===== src/pio_pkg.sv =====
// Purpose: constants and carrier types for the parallel i/o port bank
// Assumes: apb register access, one aligned 32-bit word per byte register
// Notes: port index 0..7 stands for ports a..h
package pio_pkg;

    // ==========================================================
    // register map (index; byte address is four times the index)
    localparam logic [3:0] PIO_IDX_PORT_A_DATA = 4'h0;
    localparam logic [3:0] PIO_IDX_PORT_B_DATA = 4'h1;
    localparam logic [3:0] PIO_IDX_PORT_C_DATA = 4'h2;
    localparam logic [3:0] PIO_IDX_PORT_D_DATA = 4'h3;
    localparam logic [3:0] PIO_IDX_PORT_A_DIRECTION = 4'h4;
    localparam logic [3:0] PIO_IDX_PORT_B_DIRECTION = 4'h5;
    localparam logic [3:0] PIO_IDX_PORT_C_DIRECTION = 4'h6;
    localparam logic [3:0] PIO_IDX_PORT_D_DIRECTION = 4'h7;
    localparam logic [3:0] PIO_IDX_PORT_E_DATA = 4'h8;
    localparam logic [3:0] PIO_IDX_PORT_F_DATA = 4'h9;
    localparam logic [3:0] PIO_IDX_PORT_G_DATA = 4'ha;
    localparam logic [3:0] PIO_IDX_PORT_H_DATA = 4'hb;
    localparam logic [3:0] PIO_IDX_PORT_E_DIRECTION = 4'hc;
    localparam logic [3:0] PIO_IDX_PORT_F_DIRECTION = 4'hd;
    localparam logic [3:0] PIO_IDX_PORT_G_DIRECTION = 4'he;
    localparam logic [3:0] PIO_IDX_PORT_H_DIRECTION = 4'hf;
    // index bit that marks a direction register
    localparam int PIO_IDX_DIR_BIT = 2;
    // index bit that selects the upper group of ports e..h
    localparam int PIO_IDX_HI_BIT = 3;

    localparam int PIO_PORTS = 8;
    localparam int PIO_WIDTH = 8;
    localparam int PIO_PORT_B = 1;
    localparam int PIO_PORT_C = 2;
    localparam int PIO_PORT_D = 3;

    // implemented bits, ports h down to a
    localparam logic [7:0][7:0] PIO_DATA_MASK =
        {8'h03, 8'h07, 8'h7f, 8'hff, 8'hff, 8'h3f, 8'hff, 8'hff};
    localparam logic [7:0][7:0] PIO_DIR_MASK =
        {8'h03, 8'h07, 8'h7f, 8'hff, 8'hff, 8'hbf, 8'hff, 8'hff};
    localparam logic [7:0] PIO_DIR_RESET = 8'h00;

    // clock output control on port c
    localparam int PIO_CLK_EN_BIT = 7;
    localparam int PIO_CLK_PIN_BIT = 2;

    // converter channels: 0..7 on port b, 8..14 on port d bits 0..6
    localparam logic [4:0] PIO_CONV_B_FIRST = 5'h00;
    localparam logic [4:0] PIO_CONV_D_FIRST = 5'h08;
    localparam int PIO_CONV_D_PINS = 7;

    // ==========================================================
    // carriers
    typedef struct packed {
        logic [31:0] paddr;
        logic pwrite;
        logic [31:0] pwdata;
        logic [3:0] pstrb;
    } pio_apb_req_t;

    typedef struct packed {
        logic [7:0][7:0] level;
        logic [7:0][7:0] drive_en;
    } pio_pad_t;

endpackage


===== src/pio_ports.sv =====
// Purpose: eight-port parallel i/o bank with data latches and direction registers on apb
// Assumes: pad inputs synchronous to pclk; converter select held by its owner
// Notes: pads are level, drive enable and input; the ring resolves the wire
//
// Operation
// - a direction bit of one turns on its pin driver, zero leaves the pin an input.
// - reset clears the direction bits of all eight ports.
// - reset leaves the data latches untouched.
// - with the direction bit at one a data read returns the latch bit.
// - with the direction bit at zero a data read returns the pin level.
// - a data write always loads the latch whatever the direction.
// - a converter-selected pin reads zero as input and the latch as output.
// - a pin in converter use ignores its direction bit for driving but not for reading.
// - the converter channel select decides which shared pins are analogue.
// - port c has six pins; data bits 7 and 6 and direction bit 6 read zero.
// - the clock-output enable in port c direction bit 7 sends the clock out on c2.
// - sixteen byte registers are decoded, data and direction per port group.
// - unimplemented bits of ports f, g and h read as zero.
// - with clock output on, direction bit c2 has no effect; reset clears the enable.
//
// Design decision made here: the APB register port.
`timescale 1ns/1ns

module pio_ports (
    input wire logic pclk,
    input wire logic presetn,
    input wire logic psel,
    input wire logic penable,
    input wire logic pwrite,
    input wire logic [31:0] paddr,
    input wire logic [31:0] pwdata,
    input wire logic [3:0] pstrb,
    output logic [31:0] prdata,
    output logic pready,
    output logic pslverr,
    input wire logic [4:0] converter_channel_select,
    input wire logic [7:0][7:0] pad_in,
    output logic [7:0][7:0] pad_out,
    output logic [7:0][7:0] pad_oe
);

    // ==========================================================
    // bus decode
    pio_pkg::pio_apb_req_t req;
    assign req = '{paddr: paddr, pwrite: pwrite, pwdata: pwdata, pstrb: pstrb};

    logic pready_q;
    logic [31:0] prdata_q;
    logic pslverr_q;

    wire access = psel & penable;
    wire first_access = access & ~pready_q;
    wire [3:0] reg_idx = req.paddr[5:2];
    // anything outside the sixteen aligned words is refused
    wire mapped = (req.paddr[31:6] == 26'h0000000) & (req.paddr[1:0] == 2'h0);
    wire is_dir = reg_idx[pio_pkg::PIO_IDX_DIR_BIT];
    wire [2:0] port_sel = {reg_idx[pio_pkg::PIO_IDX_HI_BIT], reg_idx[1:0]};
    // write lands only at the completing edge
    wire wr_ok = access & pready_q & req.pwrite & mapped & req.pstrb[0];

    // ==========================================================
    // storage
    logic [7:0][7:0] latch_q;
    logic [7:0][7:0] dir_q;
    logic clk_div_q;
    logic [7:0][7:0] pad_out_q;
    logic [7:0][7:0] pad_oe_q;

    wire clock_out_enable = dir_q[pio_pkg::PIO_PORT_C][pio_pkg::PIO_CLK_EN_BIT];

    genvar gp;
    generate
        for (gp = 0; gp < pio_pkg::PIO_PORTS; gp++) begin : g_port
            wire hit = wr_ok & (port_sel == 3'(gp));
            // no reset on purpose: latches keep their contents through reset
            always_ff @(posedge pclk) begin
                if (hit & ~is_dir) begin
                    latch_q[gp] <= req.pwdata[7:0];
                end
            end
            always_ff @(posedge pclk or negedge presetn) begin
                if (!presetn) begin
                    dir_q[gp] <= pio_pkg::PIO_DIR_RESET;
                end else if (hit & is_dir) begin
                    dir_q[gp] <= req.pwdata[7:0] & pio_pkg::PIO_DIR_MASK[gp];
                end
            end
        end
    endgenerate

    // ==========================================================
    // converter ownership
    logic [7:0][7:0] conv_pin;
    always_comb begin
        conv_pin = '0;
        for (int b = 0; b < pio_pkg::PIO_WIDTH; b++) begin
            conv_pin[pio_pkg::PIO_PORT_B][b] =
                (converter_channel_select == pio_pkg::PIO_CONV_B_FIRST + 5'(b));
        end
        for (int b = 0; b < pio_pkg::PIO_CONV_D_PINS; b++) begin
            conv_pin[pio_pkg::PIO_PORT_D][b] =
                (converter_channel_select == pio_pkg::PIO_CONV_D_FIRST + 5'(b));
        end
    end

    // ==========================================================
    // pad drive
    logic [7:0][7:0] oe_d;
    logic [7:0][7:0] out_d;
    always_comb begin
        for (int p = 0; p < pio_pkg::PIO_PORTS; p++) begin
            // a pin taken by the converter is never driven
            oe_d[p] = dir_q[p] & ~conv_pin[p] & pio_pkg::PIO_DATA_MASK[p];
            out_d[p] = latch_q[p] & pio_pkg::PIO_DATA_MASK[p];
        end
        if (clock_out_enable) begin
            oe_d[pio_pkg::PIO_PORT_C][pio_pkg::PIO_CLK_PIN_BIT] = 1'b1;
            out_d[pio_pkg::PIO_PORT_C][pio_pkg::PIO_CLK_PIN_BIT] = clk_div_q;
        end
    end

    // ==========================================================
    // read path
    logic [7:0][7:0] data_rd;
    always_comb begin
        for (int p = 0; p < pio_pkg::PIO_PORTS; p++) begin
            // converter pins read zero as inputs rather than the analogue level
            data_rd[p] = (dir_q[p] & latch_q[p])
                       | (~dir_q[p] & ~conv_pin[p] & pad_in[p]);
            data_rd[p] = data_rd[p] & pio_pkg::PIO_DATA_MASK[p];
        end
        if (clock_out_enable) begin
            data_rd[pio_pkg::PIO_PORT_C][pio_pkg::PIO_CLK_PIN_BIT] = 1'b0;
        end
    end

    wire [7:0] rd_byte = is_dir ? dir_q[port_sel] : data_rd[port_sel];
    wire [31:0] rd_word = mapped ? {24'h000000, rd_byte} : 32'h00000000;

    // ==========================================================
    // flops facing the ports
    always_ff @(posedge pclk or negedge presetn) begin
        if (!presetn) begin
            pready_q <= 1'b0;
            prdata_q <= 32'h00000000;
            pslverr_q <= 1'b0;
        end else begin
            // one wait state: sample in the first access cycle, finish in the next
            pready_q <= first_access;
            pslverr_q <= first_access & ~mapped;
            if (first_access) begin
                prdata_q <= req.pwrite ? 32'h00000000 : rd_word;
            end
        end
    end

    // pads follow one pclk edge late because every output leaves a flop
    always_ff @(posedge pclk or negedge presetn) begin
        if (!presetn) begin
            clk_div_q <= 1'b0;
            pad_out_q <= '0;
            pad_oe_q <= '0;
        end else begin
            clk_div_q <= clock_out_enable & ~clk_div_q;
            pad_out_q <= out_d;
            pad_oe_q <= oe_d;
        end
    end

    assign prdata = prdata_q;
    assign pready = pready_q;
    assign pslverr = pslverr_q;
    assign pad_out = pad_out_q;
    assign pad_oe = pad_oe_q;

endmodule


===== config.mk =====
export PLATFORM = sky130hd
export DESIGN_NAME = pio_ports
export DESIGN_NICKNAME = d
export VERILOG_FILES = /design/src/pio_pkg.sv /design/src/pio_ports.sv
export SDC_FILE = /design/constraint.sdc
export NUM_CORES = 1
export LEC_CHECK = 0
export BUFFER_PORTS_ARGS = -buffer_cell sky130_fd_sc_hd__buf_2
export CAP_MARGIN = 20
export CORE_UTILIZATION = 50
export DETAILED_ROUTE_END_ITERATION = 10
export PLACE_DENSITY = 0.8
export SLEW_MARGIN = 20
export SYNTH_ARGS = -nofsm -noshare
export SYNTH_HDL_FRONTEND = slang
export SYNTH_SLANG_ARGS = --single-unit
export TNS_END_PERCENT = 5

===== constraint.sdc =====
create_clock -name pclk -period 2.3 [get_ports pclk]
set_input_delay 0.345 -clock pclk [delete_from_list [all_inputs] [get_ports pclk]]
set_output_delay 0.345 -clock pclk [all_outputs]
set_load 0.1 [all_outputs]

# Word-level counts from Yosys, hierarchy flattened
# Index checks and enable logic that the tools add are counted.
# word_totals
ff_bits	236
input_bits	142
out_inout_bits	162
# classes
bitwise	75
n_lt_le_gt_ge	1
eq_ne	21
reduce_logical	4
muxes	10
# ops
op	n
$and 8x8->8	12
$bmux 8 s3	2
$not 8->8	5
$eq 5x4->1 const B	7
$and 1x1->1	33
$mux 32	1
$mux 8	4
$or 8x8->8	4
$logic_not 26->1	1
$eq 5x3->1 const B	4
$and 7x7->7	2
$and 6x6->6	2
$eq 3x3->1 const B	4
$eq 5x2->1 const B	2
$not 7->8	1
$not 7->7	1
$or 7x7->7	1
$and 3x3->3	2
$eq 3x2->1 const B	2
$not 6->6	1
$or 6x6->6	1
$eq 5x1->1 const B	1
$logic_not 5->1	1
$and 2x2->2	2
other kinds (10)	15

# Depth between registers and ports, before layout
# logic_depth
word_depth	10
ltp_mapped	8
depth_no_buf	5

# Worst setup path before layout
# No wires, ideal clock.
# synth_timing
path_kind	register to register
startpoint	register pready_q, in the netlist pready
endpoint	register latch_q[32] (netlist bit) (enable)
setup_time_ns	0.370
required_time_ns	1.930
synth_period_minus_slack_ns	2.628
setup_slack_ns	-0.328
t_arrival_ns	2.258
path_buffers	0
path_stages_with_launch	5
path_cell_list	dfrtp_1 > nand3_1 > nor4_4 > nand3_1 > nor2_1
# synth_between
elab_chain_len	6
# synth_lines
element	line_no	text
start: declaration	pio_ports.sv:47	logic pready_q;
start signal: assignment	pio_ports.sv:149	pready_q <= first_access;
$and 1x1->1 (4 in series)	pio_ports.sv:59	wire wr_ok = access & pready_q & req.pwrite & mapped & req.pstrb[0];
$and 1x1->1	pio_ports.sv:74	wire hit = wr_ok & (port_sel == 3'(gp));
$and 1x1->1	pio_ports.sv:77	if (hit & ~is_dir) begin
end signal: indexed assignment	pio_ports.sv:78	latch_q[gp] <= req.pwdata[7:0];
end: declaration	pio_ports.sv:63	logic [7:0][7:0] latch_q;
# No other way between the ends.
# A chain may end at the register's enable or synchronous reset.

# Worst setup path after layout
# layout_timing
startpoint	input port paddr[16]
endpoint	register dir_q[7] (netlist bit)
# layout_between
elab_chain_len	6
# layout_lines
element	line_no	text
start: declaration	pio_ports.sv:30	input wire logic [31:0] paddr,
$logic_not 26->1	pio_ports.sv:55	wire mapped = (req.paddr[31:6] == 26'h0000000) & (req.paddr[1:0] == 2'h0);
$and 1x1->1	pio_ports.sv:55	
$and 1x1->1 (2 in series)	pio_ports.sv:59	
$and 1x1->1	pio_ports.sv:74	
$and 1x1->1	pio_ports.sv:84	end else if (hit & is_dir) begin
end signal: indexed assignment	pio_ports.sv:83	dir_q[gp] <= pio_pkg::PIO_DIR_RESET;
end signal: indexed assignment	pio_ports.sv:85	dir_q[gp] <= req.pwdata[7:0] & pio_pkg::PIO_DIR_MASK[gp];
end: declaration	pio_ports.sv:64	logic [7:0][7:0] dir_q;
# No other way between the ends.

==> results.toml <==
[timing]
fmax_ghz = 0.5277
setup_viol = 0
fin_worst_skew_ns = 0.01233
worst-slew-pin-transition_ns = 0.5613
rsz0062_at_grt = "false"
slew_headroom = 0.6258
worst_slack_ns = 0.4052
final_total_negative_setup_slack_ns = 0
drv_slew = 0
hold_violations = 0
fin_worst_hold_slack_ns = 0.1535
period_share = 0.8238
fin_crit_ns = 1.895

[worst_setup_path]
critical_path.slowest_cell = "sky130_fd_sc_hd__mux2_2"
worst_path_most_repeated_cell = "sky130_fd_sc_hd__buf_4"
cpPeakStageDelay_ns = 0.38
worst_ep_required_time_ns = 2.68
path_cells = "buf_2 -> nor4_1 -> nand4_1 -> nor4_4 -> buf_4 -> buf_4 -> nand3_2 -> mux2_2"
timing.critical_path.fanout_max = 8
critical_path.reg2reg.endpoint = "dir_q[7]"
cp.arrival_ns = 2.28
rr_worst_depth = 6
reg2reg_setup_slack_ns = 0.52
path_class = "in -> reg"
critical_path_buf_inv_count = 3
critical_path_s_top_delay_family = "simple AND/OR/NAND/NOR gates"
endpoint_kind = "flip-flop"
worst_reg2reg_path_startpoint = "pready"
cp_startpoint_kind = "input port"

[cts]
cts_buffer_depth = 3
tritoncts_clock_tree = "done"
cts-htree-levels = 1
clock-root-buffer = "sky130_fd_sc_hd__clkbuf_16"
cts_made_buffers = 22
clk_pin_slew_worst_paths_ns = 0.06
clock_sink_count = 212
worst_skew_pair.late_latency_ns = 0.51

[cells_and_area]
layout-area-overhead-vs-synth_pct = 25.10
num_antenna_cells = 0
final_layout_size_suffix_gt1_frac = 0.4252
mostFrequentLayoutCell = "sky130_fd_sc_hd__buf_2"
nets = 982
layout.filler_cells = 1271
mostFrequentLayoutCells = "209 x sky130_fd_sc_hd__buf_2, 161 x sky130_fd_sc_hd__dfrtp_1, 57 x sky130_fd_sc_hd__mux2_2"

[placed_design]
finalWeightedCongestion = 0.9067
hpwl_um = 16510
place_worst_setup_slack_ns = -0.1045
port_buffers = 210

[routing]
antenna_violating_nets_post_route = 0
detailedRoute.firstIterationViolations = 359
drt-pass1-iter-count = 5
routed_wirelength_um = 22760
drt_drc_violations_left = 0
avgRoutedWirePerCell_um = 21.15
vias = 5848
detail_route.vias_per_cell = 5.435

[floorplan]
ios = 304
die_w_um = 132.4
start_util = 0.5123
row_count = 47
die_y_um = 132.4
fp.coreArea_um2 = 16580
die-area_um2 = 17520

[pwr]
ir_drop_mv = 0.5576
leakage_nw = 5.124
power.density_cell_area_nw_per_um2 = 764.2
total_power_w = 0.008122

[global_route]
largest_net_degree_at_the_start_of_global_routing = 60
gr-total-overflow = 0
antenna_found_initial = 0
grt_first_pass_wirelength_um = 34440
vias_in_the_first_global_route = 6025
grt_util_all_layers = 0.2648

[yosys]
synth-seq-area-share = 0.6539
synth.yosys.warnings = 0
synth_enable_flop_cells = 50
post-synth-top-area-cell = "sky130_fd_sc_hd__dfrtp_1"
synthesis.instances = 586
synthesis.area_per_instance_um2 = 14.50
ys_seq_elements = 212
synth_top_cells_by_area = "sky130_fd_sc_hd__dfrtp_1 48%, sky130_fd_sc_hd__edfxtp_1 18%, sky130_fd_sc_hd__mux2_2 7.6%"
postSynth.topFlopCell = "sky130_fd_sc_hd__dfrtp_1"
synth_async_sr_flop_share = 0.7642
syn-cell-area_um2 = 8496
post-synth-top-area-fraction = 0.4772
post_synth_num_cell_types = 51

[min_path]
holdPathEnd = "pad_oe[14]"
whs_path_depth = 2
holdCritStartpoint = "converter_channel_select[1]"
hp-class = "in -> reg"

[run]
cap_violations = 0

[outcome]
outcome = "completed"
[stage by stage]
step,util,cell area [µm²],cells
6_report,0.6409,10630,1076
5_1_grt,0.6409,10630,1076
4_1_cts,0.6409,10630,1076
3_5_place_dp,0.5976,9910,1035
3_3_place_gp,0.5976,9910,1035
2_1_floorplan,-,8691,637
[sequential cells by signal, indices dropped and copies added, names as in the netlist]
signal / count
prdata: 8
pad_out: 50
clock_out_enable: 1
dir_q: 50
pad_oe: 50
pslverr: 1
latch_q: 50
pready: 1
clk_div_q: 1
[kinds of logic after synthesis]
logic type,after synthesis,synth area share
other cells,1,0.0004414
simple gates,93,0.06244
mux,105,0.1454
flops,212,0.6539
buf+inv,81,0.05906
compound gates,94,0.07879
[report_power, final]
part	switching, W	total [W]	internal (W)
logic	0.000656	0.000818	0.000163
registers	0.000000991	0.00385	0.00385
clock network	0.00144	0.00345	0.00201
total	0.00210	0.00812	0.00602
[Yosys cell counts (2+ instances only)]
| cell type | n |
|---|---|
| sky130_fd_sc_hd__nor2b_1 | 7 |
| sky130_fd_sc_hd__o311ai_0 | 4 |
| sky130_fd_sc_hd__clkbuf_1 | 17 |
| sky130_fd_sc_hd__buf_4 | 52 |
| sky130_fd_sc_hd__nand4_2 | 2 |
| sky130_fd_sc_hd__nand3_1 | 11 |
| sky130_fd_sc_hd__nor4_1 | 7 |
| sky130_fd_sc_hd__nand4_1 | 3 |
| sky130_fd_sc_hd__nand3_2 | 4 |
| sky130_fd_sc_hd__edfxtp_1 | 50 |
| sky130_fd_sc_hd__a32o_1 | 5 |
| sky130_fd_sc_hd__nor2_1 | 17 |
| sky130_fd_sc_hd__o21ai_0 | 9 |
| sky130_fd_sc_hd__inv_1 | 7 |
| sky130_fd_sc_hd__o221ai_1 | 2 |
| sky130_fd_sc_hd__a21oi_1 | 18 |
| sky130_fd_sc_hd__nor3b_1 | 2 |
| sky130_fd_sc_hd__or2_2 | 3 |
| sky130_fd_sc_hd__a221oi_1 | 4 |
| sky130_fd_sc_hd__o211ai_1 | 2 |
| sky130_fd_sc_hd__a31oi_1 | 6 |
| sky130_fd_sc_hd__buf_2 | 2 |
| sky130_fd_sc_hd__nand2b_1 | 12 |
| sky130_fd_sc_hd__a211oi_1 | 10 |
| sky130_fd_sc_hd__buf_1 | 2 |
| sky130_fd_sc_hd__a211o_1 | 2 |
| sky130_fd_sc_hd__mux4_2 | 9 |
| sky130_fd_sc_hd__a21boi_0 | 13 |
| sky130_fd_sc_hd__a221o_1 | 3 |
| sky130_fd_sc_hd__dfrtp_1 | 162 |
| sky130_fd_sc_hd__nand2_1 | 19 |
| sky130_fd_sc_hd__mux2i_1 | 39 |
| sky130_fd_sc_hd__o31ai_1 | 5 |
| sky130_fd_sc_hd__o22ai_1 | 3 |
| sky130_fd_sc_hd__mux2_2 | 57 |
[metal layers]
metal	global-route usage	routed length, µm	up-vias
met2	0.4553	11450	295
met4	0.07599	532	0
li1	-	-	2573
met5	0	0	-
met3	0.04614	1716	42
met1	0.3460	9062	2938
[what timing repair did]
| item | CTS | global route |
|---|---|---|
| hold buffers | 1 | 0 |
| hold endpoints to repair | 54 | 0 |
| buffers inserted | 0 | 0 |
| gates resized for setup | 0 | 0 |
[worst max-delay path by stage]
stage                   to  startpoint  cells after the start
2_1_floorplan  latch_q[24]   paddr[16]                      5
3_3_place_gp      dir_q[1]   paddr[16]                      8
3_5_place_dp      dir_q[4]   paddr[16]                      8
4_1_cts           dir_q[7]   paddr[16]                      8
5_1_grt           dir_q[4]   paddr[16]                      8
6_report          dir_q[7]   paddr[16]                      8
[worst register-to-register path: stages, from the launching register on]
cell                      delay [ns]
sky130_fd_sc_hd__dfrtp_2        0.37
sky130_fd_sc_hd__nand3_1        0.14
sky130_fd_sc_hd__nor4_4         0.16
sky130_fd_sc_hd__buf_4          0.22
sky130_fd_sc_hd__buf_4          0.14
sky130_fd_sc_hd__nand3_2        0.26
sky130_fd_sc_hd__mux2_2         0.38
[layout make-up]
type | count | area (µm²) | share of cell area
Clock inverter | 7 | 43.79 | 0.004121
Sequential cell | 212 | 5557 | 0.5228
Clock buffer | 33 | 664.4 | 0.06251
Timing Repair Buffer | 252 | 1425 | 0.1341
Tap cell | 220 | 275.3 | 0.02590
Multi-Input combinational cell | 344 | 2633 | 0.2477
Inverter | 8 | 30.03 | 0.002826
Power figures use the tool's default switching activity.
